## config.mk

```make
export PLATFORM = sky130hd
export DESIGN_NAME = debug_command_interpreter
export DESIGN_NICKNAME = d
export VERILOG_FILES = /design/src/rtl/dbg_cmd_pkg.sv /design/src/rtl/debug_command_interpreter.sv /design/src/rtl/cycle_counter.sv
export VERILOG_INCLUDE_DIRS = /design/src /design/src/rtl
export SDC_FILE = /design/constraint.sdc
export NUM_CORES = 1
export LEC_CHECK = 0
export BUFFER_PORTS_ARGS = -buffer_cell sky130_fd_sc_hd__buf_2
export CAP_MARGIN = 20
export CORE_MARGIN = 8
export CORE_UTILIZATION = 42
export CTS_BUF_LIST = sky130_fd_sc_hd__clkbuf_8
export CTS_CLUSTER_DIAMETER = 30
export DETAILED_ROUTE_END_ITERATION = 16
export PLACE_DENSITY = 0.67
export SYNTH_ARGS = -nofsm -noshare
export SYNTH_HDL_FRONTEND = slang
export SYNTH_HIERARCHICAL = 1
export SYNTH_SLANG_ARGS = --single-unit
```

## constraint.sdc

```tcl
create_clock -name mclk_i -period 2.9 [get_ports mclk_i]
set_clock_uncertainty 0.1 [all_clocks]
set_input_delay 0.145 -clock mclk_i [delete_from_list [all_inputs] [get_ports mclk_i]]
set_output_delay 0.145 -clock mclk_i [all_outputs]
set_load 0.01 [all_outputs]
```

## src/rtl/dbg_cmd_params.svh

```systemverilog
// command codes, revision default and counter limits of the debug command interpreter
// Summary of operation
// Byte 0EH starts a program memory CRC read, and codes 0FH and 13H to FFH are reserved and never sent by the host.
// Codes 10H, 11H and 12H are step, stuff and execute, and all three are refused while flash read protection is on.
// Command 00H returns the 16-bit debugger revision as the major byte (15:8) followed by the minor byte (7:0).
// Command 02H returns one byte that holds all eight bits of the debug status register.
// A 16-bit breakpoint cycle counter counts system clocks between breakpoints from 0000H and stops at FFFFH.
// Memory, register, CRC, step, stuff and execute commands may overwrite the breakpoint cycle counter.
// Command 03H returns the breakpoint cycle counter as its high byte followed by its low byte.
// Command 04H is followed by one data byte that is written into the 8-bit debug control register.
// Under flash read protection the debug mode bit (control bit 7) may be set but never cleared until reset.
// A reserved command code is dropped with no reply and the interpreter waits for the next command byte.
`ifndef DBG_CMD_PARAMS_SVH
`define DBG_CMD_PARAMS_SVH

`define CMD_READ_REV 8'h00
`define CMD_READ_STATUS 8'h02
`define CMD_READ_COUNTER 8'h03
`define CMD_WRITE_CTL 8'h04
`define CMD_CRC 8'h0e
`define CMD_RSVD_LOW 8'h0f
`define CMD_STEP 8'h10
`define CMD_STUFF 8'h11
`define CMD_EXEC 8'h12
`define CMD_RSVD_FIRST 8'h13
`define CMD_OVERWRITE_FIRST 8'h08
`define CTL_RESET 8'h00
`define CTL_MODE_BIT 7
`define REV_DEFAULT 16'h0100
`define CNT_ZERO 16'h0000
`define CNT_MAX 16'hffff

`endif

```

## src/rtl/dbg_cmd_pkg.sv

```systemverilog
// types shared by the debug command interpreter and its cycle counter
package dbg_cmd_pkg;

  typedef struct packed {
    logic valid;
    logic [7:0] data;
  } byte_strobe_t;

  typedef enum logic [2:0] {
    ST_IDLE,
    ST_GET_CTL,
    ST_SEND_ONE,
    ST_SEND_HI,
    ST_SEND_LO
  } cmd_state_t;

  typedef struct packed {
    logic crc_start;
    logic step;
    logic stuff;
    logic exec;
    logic ext_cmd;
    logic [7:0] ext_code;
  } cmd_pulses_t;

  typedef struct packed {
    cmd_state_t st;
    logic [7:0] ctl;
    logic [7:0] tx_data;
    logic tx_valid;
    logic [7:0] pend_lo;
    cmd_pulses_t pulse;
    logic cnt_clear;
  } cmd_regs_t;

  typedef struct packed {
    logic run_q;
    logic [15:0] cnt;
  } cnt_regs_t;

endpackage

```

## src/rtl/debug_command_interpreter.sv

```systemverilog
// byte command interpreter of the on-chip debug unit
`include "dbg_cmd_params.svh"

module debug_command_interpreter #(
  parameter logic [15:0] REVISION = `REV_DEFAULT, // arbitrary value
  parameter int CNT_WIDTH = 16
) (
  // clock and reset
  input wire logic mclk_i,
  input wire logic rst_b_i,
  // received command and data bytes from the link framer
  input wire dbg_cmd_pkg::byte_strobe_t rx_i,
  output logic rx_ready_o,
  // reply bytes to the link framer
  output logic tx_valid_o,
  output logic [7:0] tx_data_o,
  input wire logic tx_ready_i,
  // device state
  input wire logic read_protect_i,
  input wire logic [7:0] debug_status_register_i,
  input wire logic cpu_running_i,
  // control and command strobes
  output logic [7:0] debug_control_register_o,
  output dbg_cmd_pkg::cmd_pulses_t cmd_pulse_o
);
  import dbg_cmd_pkg::*;

  cmd_regs_t r_r;
  cmd_regs_t r_nxt;
  logic [CNT_WIDTH-1:0] cnt;
  logic rx_take;

  cycle_counter #(
    .WIDTH(CNT_WIDTH)
  ) u_counter (
    .mclk_i(mclk_i),
    .rst_b_i(rst_b_i),
    .run_i(cpu_running_i),
    .clear_i(r_r.cnt_clear),
    .cnt_o(cnt)
  );

  // no new byte while a reply is still going out
  assign rx_ready_o = (r_r.st == ST_IDLE) || (r_r.st == ST_GET_CTL);
  assign rx_take = rx_i.valid && rx_ready_o;

  always_comb begin
    r_nxt = r_r;
    r_nxt.pulse = '0;
    r_nxt.cnt_clear = 1'b0;
    case (r_r.st)
      ST_IDLE: begin
        if (rx_take) begin
          case (rx_i.data)
            `CMD_READ_REV: begin
              r_nxt.tx_data = REVISION[15:8];
              r_nxt.pend_lo = REVISION[7:0];
              r_nxt.tx_valid = 1'b1;
              r_nxt.st = ST_SEND_HI;
            end
            `CMD_READ_STATUS: begin
              r_nxt.tx_data = debug_status_register_i;
              r_nxt.tx_valid = 1'b1;
              r_nxt.st = ST_SEND_ONE;
            end
            `CMD_READ_COUNTER: begin
              // both halves taken in one cycle so the pair is coherent
              r_nxt.tx_data = cnt[15:8];
              r_nxt.pend_lo = cnt[7:0];
              r_nxt.tx_valid = 1'b1;
              r_nxt.st = ST_SEND_HI;
            end
            `CMD_WRITE_CTL: begin
              r_nxt.st = ST_GET_CTL;
            end
            `CMD_CRC: begin
              r_nxt.pulse.crc_start = 1'b1;
              r_nxt.cnt_clear = 1'b1;
            end
            `CMD_STEP, `CMD_STUFF, `CMD_EXEC: begin
              if (!read_protect_i) begin
                r_nxt.pulse.step = (rx_i.data == `CMD_STEP);
                r_nxt.pulse.stuff = (rx_i.data == `CMD_STUFF);
                r_nxt.pulse.exec = (rx_i.data == `CMD_EXEC);
                r_nxt.cnt_clear = 1'b1;
              end
            end
            default: begin
              // reserved codes are dropped silently
              if (rx_i.data != `CMD_RSVD_LOW && rx_i.data < `CMD_RSVD_FIRST) begin
                r_nxt.pulse.ext_cmd = 1'b1;
                r_nxt.pulse.ext_code = rx_i.data;
                // memory and register commands sit from this code upward
                r_nxt.cnt_clear = (rx_i.data >= `CMD_OVERWRITE_FIRST);
              end
            end
          endcase
        end
      end
      ST_GET_CTL: begin
        if (rx_take) begin
          r_nxt.ctl = rx_i.data;
          if (read_protect_i) begin
            // debug mode bit is sticky under protection
            r_nxt.ctl[`CTL_MODE_BIT] = r_r.ctl[`CTL_MODE_BIT] | rx_i.data[`CTL_MODE_BIT];
          end
          r_nxt.st = ST_IDLE;
        end
      end
      ST_SEND_HI: begin
        if (tx_ready_i) begin
          r_nxt.tx_data = r_r.pend_lo;
          r_nxt.st = ST_SEND_LO;
        end
      end
      ST_SEND_ONE, ST_SEND_LO: begin
        if (tx_ready_i) begin
          r_nxt.tx_valid = 1'b0;
          r_nxt.st = ST_IDLE;
        end
      end
      default: begin
        r_nxt.st = ST_IDLE;
        r_nxt.tx_valid = 1'b0;
      end
    endcase
  end

  always_ff @(posedge mclk_i or negedge rst_b_i) begin
    if (!rst_b_i) begin
      r_r <= '{st: ST_IDLE, ctl: `CTL_RESET, default: '0};
    end else begin
      r_r <= r_nxt;
    end
  end

  assign tx_valid_o = r_r.tx_valid;
  assign tx_data_o = r_r.tx_data;
  assign debug_control_register_o = r_r.ctl;
  assign cmd_pulse_o = r_r.pulse;

  a_rev_major: assert property (@(posedge mclk_i) disable iff (!rst_b_i)
    (rx_take && r_r.st == ST_IDLE && rx_i.data == `CMD_READ_REV) |=> (tx_valid_o && tx_data_o == REVISION[15:8]))
    else $error("revision major byte wrong");
  a_rev_minor: assert property (@(posedge mclk_i) disable iff (!rst_b_i)
    (rx_take && r_r.st == ST_IDLE && rx_i.data == `CMD_READ_REV) ##1 tx_ready_i
      |=> (tx_valid_o && tx_data_o == REVISION[7:0]))
    else $error("revision minor byte wrong");
  a_status_byte: assert property (@(posedge mclk_i) disable iff (!rst_b_i)
    (rx_take && r_r.st == ST_IDLE && rx_i.data == `CMD_READ_STATUS)
      |=> (tx_valid_o && tx_data_o == $past(debug_status_register_i)))
    else $error("status byte wrong");
  a_cnt_high: assert property (@(posedge mclk_i) disable iff (!rst_b_i)
    (rx_take && r_r.st == ST_IDLE && rx_i.data == `CMD_READ_COUNTER)
      |=> (tx_valid_o && tx_data_o == $past(cnt[15:8])))
    else $error("counter high byte wrong");
  a_ctl_write: assert property (@(posedge mclk_i) disable iff (!rst_b_i)
    (rx_take && r_r.st == ST_GET_CTL && !read_protect_i) |=> (debug_control_register_o == $past(rx_i.data)))
    else $error("control byte not written");
  a_mode_lock: assert property (@(posedge mclk_i) disable iff (!rst_b_i)
    (read_protect_i && debug_control_register_o[`CTL_MODE_BIT]) |=> debug_control_register_o[`CTL_MODE_BIT])
    else $error("debug mode bit cleared under protection");
  a_exec_refuse: assert property (@(posedge mclk_i) disable iff (!rst_b_i)
    (rx_take && r_r.st == ST_IDLE && read_protect_i && rx_i.data >= `CMD_STEP && rx_i.data <= `CMD_EXEC)
      |=> !(cmd_pulse_o.step || cmd_pulse_o.stuff || cmd_pulse_o.exec) [*2])
    else $error("protected command not refused");
  a_crc_start: assert property (@(posedge mclk_i) disable iff (!rst_b_i)
    (rx_take && r_r.st == ST_IDLE && rx_i.data == `CMD_CRC) |=> (cmd_pulse_o.crc_start && rx_ready_o))
    else $error("crc command not decoded");
  a_rsvd_drop: assert property (@(posedge mclk_i) disable iff (!rst_b_i)
    (rx_take && r_r.st == ST_IDLE && (rx_i.data == `CMD_RSVD_LOW || rx_i.data >= `CMD_RSVD_FIRST))
      |=> (!tx_valid_o && rx_ready_o && cmd_pulse_o == '0))
    else $error("reserved code not ignored");
  // reply bytes stay put until taken, and no byte comes in meanwhile
  a_reply_hold: assert property (@(posedge mclk_i) disable iff (!rst_b_i)
    (tx_valid_o && !tx_ready_i) |=> (tx_valid_o && $stable(tx_data_o)))
    else $error("reply byte changed before it was taken");
  a_busy_no_take: assert property (@(posedge mclk_i) disable iff (!rst_b_i)
    tx_valid_o |-> !rx_ready_o)
    else $error("byte accepted while a reply is pending");
  a_reply_end: assert property (@(posedge mclk_i) disable iff (!rst_b_i)
    (tx_valid_o && tx_ready_i && r_r.st != ST_SEND_HI) |=> (!tx_valid_o && rx_ready_o))
    else $error("reply did not end after its last byte");
  a_status_single: assert property (@(posedge mclk_i) disable iff (!rst_b_i)
    (rx_take && r_r.st == ST_IDLE && rx_i.data == `CMD_READ_STATUS) ##1 tx_ready_i
      |=> !tx_valid_o)
    else $error("status reply longer than one byte");
  a_cnt_low: assert property (@(posedge mclk_i) disable iff (!rst_b_i)
    (rx_take && r_r.st == ST_IDLE && rx_i.data == `CMD_READ_COUNTER) ##1 tx_ready_i
      |=> (tx_valid_o && tx_data_o == $past(cnt[7:0], 2)))
    else $error("counter low byte wrong");
  // command strobes and counter overwrite
  a_pulse_onehot: assert property (@(posedge mclk_i) disable iff (!rst_b_i)
    $onehot0({cmd_pulse_o.crc_start, cmd_pulse_o.step, cmd_pulse_o.stuff,
      cmd_pulse_o.exec, cmd_pulse_o.ext_cmd}))
    else $error("more than one command strobe at once");
  a_ext_code: assert property (@(posedge mclk_i) disable iff (!rst_b_i)
    (rx_take && r_r.st == ST_IDLE && rx_i.data > `CMD_WRITE_CTL && rx_i.data < `CMD_CRC)
      |=> (cmd_pulse_o.ext_cmd && cmd_pulse_o.ext_code == $past(rx_i.data)))
    else $error("passed-on command code wrong");
  a_step_clear: assert property (@(posedge mclk_i) disable iff (!rst_b_i)
    (rx_take && r_r.st == ST_IDLE && !read_protect_i && rx_i.data >= `CMD_STEP && rx_i.data <= `CMD_EXEC)
      |=> ##1 (cnt == '0))
    else $error("counter not overwritten by step command");
  a_crc_clear: assert property (@(posedge mclk_i) disable iff (!rst_b_i)
    (rx_take && r_r.st == ST_IDLE && rx_i.data == `CMD_CRC) |=> ##1 (cnt == '0))
    else $error("counter not overwritten by crc command");
  a_refuse_keep: assert property (@(posedge mclk_i) disable iff (!rst_b_i)
    (rx_take && r_r.st == ST_IDLE && read_protect_i && rx_i.data >= `CMD_STEP && rx_i.data <= `CMD_EXEC)
      |=> !r_r.cnt_clear)
    else $error("refused command overwrote the counter");
  // control register
  a_ctl_protect: assert property (@(posedge mclk_i) disable iff (!rst_b_i)
    (rx_take && r_r.st == ST_GET_CTL && read_protect_i)
      |=> (debug_control_register_o[6:0] == $past(rx_i.data[6:0])
        && debug_control_register_o[`CTL_MODE_BIT]
          == ($past(debug_control_register_o[`CTL_MODE_BIT]) | $past(rx_i.data[`CTL_MODE_BIT]))))
    else $error("protected control write wrong");
  a_ctl_hold: assert property (@(posedge mclk_i) disable iff (!rst_b_i)
    !(rx_take && r_r.st == ST_GET_CTL) |=> $stable(debug_control_register_o))
    else $error("control register changed without a write");
  a_ctl_done: assert property (@(posedge mclk_i) disable iff (!rst_b_i)
    (rx_take && r_r.st == ST_GET_CTL) |=> (rx_ready_o && !tx_valid_o))
    else $error("control write left the interpreter busy");

  c_rev_read: cover property (@(posedge mclk_i) disable iff (!rst_b_i)
    (r_r.st == ST_SEND_LO && tx_ready_i));
  c_ctl_write: cover property (@(posedge mclk_i) disable iff (!rst_b_i) (rx_take && r_r.st == ST_GET_CTL));
  c_refused: cover property (@(posedge mclk_i) disable iff (!rst_b_i)
    (rx_take && r_r.st == ST_IDLE && read_protect_i && rx_i.data == `CMD_STEP));
  c_counter_read: cover property (@(posedge mclk_i) disable iff (!rst_b_i)
    (rx_take && r_r.st == ST_IDLE && rx_i.data == `CMD_READ_COUNTER));

endmodule // debug_command_interpreter

```

## src/rtl/cycle_counter.sv

```systemverilog
// saturating breakpoint cycle counter
`include "dbg_cmd_params.svh"

module cycle_counter #(
  parameter int WIDTH = 16
) (
  // clock and reset
  input wire logic mclk_i,
  input wire logic rst_b_i,
  // control
  input wire logic run_i,
  input wire logic clear_i,
  // count
  output logic [WIDTH-1:0] cnt_o
);
  import dbg_cmd_pkg::*;

  cnt_regs_t r_r;
  cnt_regs_t r_nxt;

  always_comb begin
    r_nxt = r_r;
    r_nxt.run_q = run_i;
    if (clear_i || (run_i && !r_r.run_q)) begin
      r_nxt.cnt = `CNT_ZERO;
    end else if (run_i && r_r.cnt != `CNT_MAX) begin
      r_nxt.cnt = r_r.cnt + 16'h0001;
    end
  end

  always_ff @(posedge mclk_i or negedge rst_b_i) begin
    if (!rst_b_i) begin
      r_r <= '0;
    end else begin
      r_r <= r_nxt;
    end
  end

  assign cnt_o = r_r.cnt[WIDTH-1:0];

  a_cnt_hold: assert property (@(posedge mclk_i) disable iff (!rst_b_i)
    (r_r.cnt == `CNT_MAX && !clear_i && r_r.run_q) |=> (r_r.cnt == `CNT_MAX))
    else $error("counter left its maximum");
  a_cnt_step: assert property (@(posedge mclk_i) disable iff (!rst_b_i)
    (run_i && r_r.run_q && !clear_i && r_r.cnt != `CNT_MAX) |=> (r_r.cnt == $past(r_r.cnt) + 16'h0001))
    else $error("counter did not advance by one");
  a_cnt_clear: assert property (@(posedge mclk_i) disable iff (!rst_b_i)
    clear_i |=> (r_r.cnt == `CNT_ZERO))
    else $error("counter not cleared by overwrite");
  c_cnt_sat: cover property (@(posedge mclk_i) disable iff (!rst_b_i) r_r.cnt == `CNT_MAX);

endmodule // cycle_counter

```

-- After elaboration in Yosys (flattened, before gate mapping)
Index checks and enable logic that the tools add are counted.
Widths: inputs -> output; s select.
- memories kept: 0
- word-level logic and storage cells: 85
- bits in latches: 0
- output and inout bits: 31
- input port bits: 22
- memory bits (read-only): 0
- memory bits (writable): 0
- register bits after elaboration: 59
- div/mod/pow operators: 0
- order comparisons: 2
- $mul: 0
- add/sub/neg operators: 1
- bitwise logic cells: 2
- reduce and logical (&&, ||, !) cells: 23
- equal/unequal tests: 19
- muxes and demuxes: 24
- shift-type cells: 0
- operator list (operator ; count):
    $mux 16 ; 2
    $pmux 8 s2 ; 2
    $mux 31 ; 1
    $pmux 9 s3 ; 1
    $eq 8x5->1 const B ; 3
    $add 16x1->16 const B ; 1
    $eq 8x2->1 const B ; 2
    $ne 16x16->1 const B ; 1
    $mux 3 ; 5
    $mux 14 ; 1
    $pmux 3 s4 ; 1
    $mux 11 ; 1
    $mux 10 ; 1
    $mux 9 ; 1
    $pmux 3 s3 ; 1
    $eq 8x3->1 const B ; 1
    $eq 8x4->1 const B ; 1
    $ge 8x4->1 const B ; 1
    $logic_not 8->1 ; 1
    $lt 8x5->1 const B ; 1
    $mux 8 ; 1
    $ne 2x2->1 const B ; 4
    $ne 8x4->1 const B ; 1
    $reduce_and 4->1 ; 2
    21 further kinds ; 34

-- Longest topological paths before layout
- depth in word-level cells: 6
- depth in mapped cells: 6
- mapped depth without buffers: 5

-- Hierarchy
The synthesis kept the hierarchy.
- by module, submodules not included (module ; area each (µm²) ; seq. area each (µm²) ; times used ; cells an instance):
    debug_command_interpreter ; 2223.4 ; 1051.0 ; 1 ; 204
    cycle_counter ; 1116.1 ; 425.4 ; 1 ; 124

-- Worst setup path after synthesis
No wires, ideal clock.
- kind: register -> register
- start: register u_counter.r_r, in the netlist u_counter/cnt_o[0]
- end: register u_counter.r_r, in the netlist u_counter/cnt_o[7]
- data required time: 2.733 ns
- path slack: 0.836 ns
- period minus slack after synthesis: 2.064 ns
- setup time: 0.067 ns
- arrival time: 1.897 ns
- path buffers: 1
- cell stages (with the launch flop): 7
- path through: dfrtp_1 -> ha_1 -> and4_2 -> and4_1 -> clkbuf_2 -> or4_2 -> nand2_1
- word-level cells in the longest chain between the ends: 3
- elaborated cells between the ends (all ways): 6
- those cells by class: add/sub (1); eq/ne (1); mux (2); reduce/logical (2)
- RTL lines (what ; RTL line ; RTL):
    start: declaration ; cycle_counter.sv:18 ; cnt_regs_t r_r;
    start signal: assignment ; cycle_counter.sv:35 ; r_r <= r_nxt;
    $add 16x1->16 / $ne 16x16->1 (equally long branches) ; n/a ;
    $mux 16 / $logic_and 1x1->1 (equally long branches) ; n/a ;
    $mux 16 / $reduce_bool 2->1 (equally long branches) ; n/a ;
Parallel ways exist; a longest one is shown, timed or not. The select of a mux whose other input is x is not followed.
A chain may end at the register's enable or synchronous reset.

-- Worst setup path after layout
Same ends and word-level chain as after synthesis.

==> summary.txt <==
Layout
  • Filler cells: 721
  • Area grow syn2layout: 5.88%
  • Register Area: 1480 um2
  • ANT cells: 0
  • Post-route cell area: between 3000 and 4000 um2
  • Finished Layout Cells: 440
  • Layout net count: roughly 360
  • Multi-input logic area: approximately 1400 um2
  • Fraction of layout cells with a size suffix above 1: 25.4%

Synth
  • Register area share after synthesis: between 40% and 50%
  • Synth Area per Inst: roughly 10 um2
  • Syn Inst Count: between 300 and 400
  • Area leader, netlist: dfrtp_1
  • Register bit total from synthesis: 59
  • Most common library cells after synthesis: 59 x dfrtp_1, 46 x buf_4, 19 x nand2_1
  • Yosys warns: 6
  • Count leader, synth: dfrtp_1
  • Top cells by area, synth: dfrtp_1 44%, buf_4 10%, mux2i_1 2.7%, a22o_1 2.4%, mux2_1 2.4%
  • Mapped cell area: approximately 3300 um2
  • Synth top area share: between 40% and 50%
  • Dominant synthesized flop cell: dfrtp_1
  • Asr flop ratio synth: 100%
  • Number of synthesized flops with an enable pin: 0
  • Synth cell types: 63

Place
  • GPL Wtd Cong: around 0.89
  • Number of I/O port buffers: between 50 and 60
  • HPWL after DPL: around 5100 um
  • Cell Area, Placed: roughly 3300 um2
  • Dpl cells: roughly 420

CTS
  • Post_cts resized: 0
  • # Post-CTS Setup Buffers: 0
  • Clk buf depth: 2
  • Clock latency on the worst-skew pair: approximately 0.32 ns
  • TritonCTS Sinks: 59
  • CTS buffer count: 9
  • Post-CTS Hold Buffers: 3
  • CTS tree: built
  • Root Buffer: clkbuf_8
  • Clock slew at reported path FFs: roughly 0.070 ns
  • H-tree lvl count: 3

Timing
  • RSZ-0062 raised after global routing: false
  • Final period utilization: between 70% and 80%
  • Final setup vio count: 0
  • Hold Vio Cnt, Final: 0
  • Hold Slack: just under 0.02 ns
  • Max transition margin: around half
  • Pins Over Slew Limit: 0
  • Tmin final: roughly 2.1 ns
  • Slew @ Worst Pin: 0.777 ns
  • Post-route setup TNS: 0 ns
  • Fmax: about 470 MHz

Setup path
  • CP max FO: 9
  • Required @ worst endpoint: 3.06 ns
  • Worst endpoint data arrival time: between 2 and 2.5 ns
  • Startpoint Class: flip-flop
  • Critical setup path kind: reg2reg
  • Critical Path Sink Type: flip-flop

Floorplanning
  • Ports: 53
  • Total die area: 11,100 um2
  • Row Count: 32
  • Die Width: roughly 110 um
  • Starting Density: a little over two fifths
  • Core ar.: between 7000 and 8000 um2
  • Die Span Y: 105 um

Pwr
  • Pleak: roughly 1.7 nW
  • Switching part of the total: ~25%
  • Net Switching: about 480 uW
  • Maximum resistive drop on vdd: around 0.32 mV
  • Gate power share: between 10 and 15%
  • Sequential share of power: roughly half
  • Clk network pwr share: 38.7%
  • Power Internal: about 1.4 mW
  • Power per cell area: 535 nW/um2

Global route
  • Total GRT Usage: a little over an eighth
  • Overflow left after global routing: 0
  • Initial antenna violation count: 0
  • First-pass GRT wire length: around 12,000 um
  • Pin count of the biggest net entering global routing: 39
  • Vias in the first global route: approximately 2,400

Outcome
  • Status: completed

Route
  • Drt initial violations: approximately 180
  • Routed wire per std cell: 16.1 um
  • Post-DR vias/cell: around 5.6
  • DRC Markers: 0
  • Detailed-route via count: roughly 2,400
  • Total wire length: just over 7000 um
  • DRT Pass-1 Iters: 4
  • Post-route ant nets: 0

Job
  • Max Cap Violations: 0

Min path
  • Min-delay worst type: in2reg
[power groups by stage]
| stage | clock [mW] | combinational [mW] | sequential, mW |
|---|---|---|---|
| after global routing | 0.794 | 0.270 | 0.925 |
| after global placement | 0 | 0.234 | 0.931 |
| after floorplan | 0 | 0.208 | 0.921 |
| after CTS | 0.752 | 0.245 | 0.919 |
| final | 0.733 | 0.241 | 0.919 |
| after detailed placement | 0 | 0.239 | 0.934 |
[per-stage QoR]
step | util [%] | power [mW] | setup WS [ns]
3_5_place_dp | 42.9 | 1.17 | 0.776
5_1_grt | 45.8 | 1.99 | 0.628
3_3_place_gp | 42.9 | 1.17 | 0.824
2_1_floorplan | - | 1.13 | 0.836
4_1_cts | 45.8 | 1.92 | 0.769
6_report | 45.8 | 1.89 | 0.754
[layout make-up]
class	count	share of cell area, %
well taps	102	3.61
clock inverters	4	1.20
flip-flops and latches	59	41.8
clock buffers	11	4.28
repair buffers	56	8.42
multi-input cells	201	40.0
inverters	7	0.743
[registers in the layout (all words and copies together) (netlist names)]
name,flops
tx_data_o,8
u_counter/r_r,1
r_r,12
u_counter/cnt_o,16
debug_control_register_o,8
cmd_pulse_o,13
tx_valid_o,1
[worst max-delay path, stage by stage, from the launching register on]
cell,delay [ns]
dfrtp_1,0.44
ha_1,0.27
and4_2,0.28
and4_1,0.29
or4_2,0.62
nand2_1,0.08
[cell usage in the layout (no fill, tap or decap), types with 4 or more instances in the layout]
cell type	synthesis	final
clkbuf_8	0	11
and3_1	7	7
o21ai_0	12	12
and2_1	4	4
mux2_2	7	7
nand4_1	9	9
nor3_1	5	5
nand2b_1	7	7
nand3_1	6	6
mux2i_1	9	9
dfrtp_1	59	59
a21oi_1	9	9
mux2_1	7	7
inv_1	6	8
buf_2	3	52
o31ai_1	4	4
nor2_1	18	18
a31oi_1	6	6
conb_1	1	4
nand2_1	19	19
or4_1	5	5
a22o_1	9	9
[cell families after synthesis]
family	count (synthesis)	share of synthesized area, %
buffers and inverters	71	13.8
and+or+nand+nor	105	19.2
DFF	59	44.2
AOI/OAI and AO/OA	66	14.2
adders and majority gates	1	0.375
xor gates and xnor gates	1	0.262
other	1	0.112
muxes	24	7.87
[path summary, 6_finish.rpt]
kind,cells past startpoint,slack [ns],end,start
min,2,0.02,debug_control_register_o[7]$_DFFE_PN0P_,rx_i[7]
min in group asynchronous,2,0.23,tx_valid_o$_DFFE_PN0P_,rst_b_i
min reg2reg,1,0.39,tx_data_o[4]$_DFFE_PN0P_,tx_data_o[4]$_DFFE_PN0P_
max in group asynchronous,3,1.61,tx_data_o[4]$_DFFE_PN0P_,rst_b_i
max,5,0.75,u_counter/cnt_o[7]$_DFFE_PN0P_,u_counter/cnt_o[0]$_DFFE_PN0P_
max reg2reg,5,0.75,u_counter/cnt_o[7]$_DFFE_PN0P_,u_counter/cnt_o[0]$_DFFE_PN0P_
[per-layer routing]
| metal | vias up | wire, um | global-route usage [%] |
|---|---|---|---|
| li1 | 1162 | - | - |
| met1 | 1198 | 3250 | 17.7 |
| met2 | 79 | 3380 | 20.2 |
| met3 | 4 | 396 | 3.50 |
| met4 | 0 | 51 | 5.40 |
| met5 | - | 0 | 0 |
Note: power is estimated with default switching activity, not from simulation.
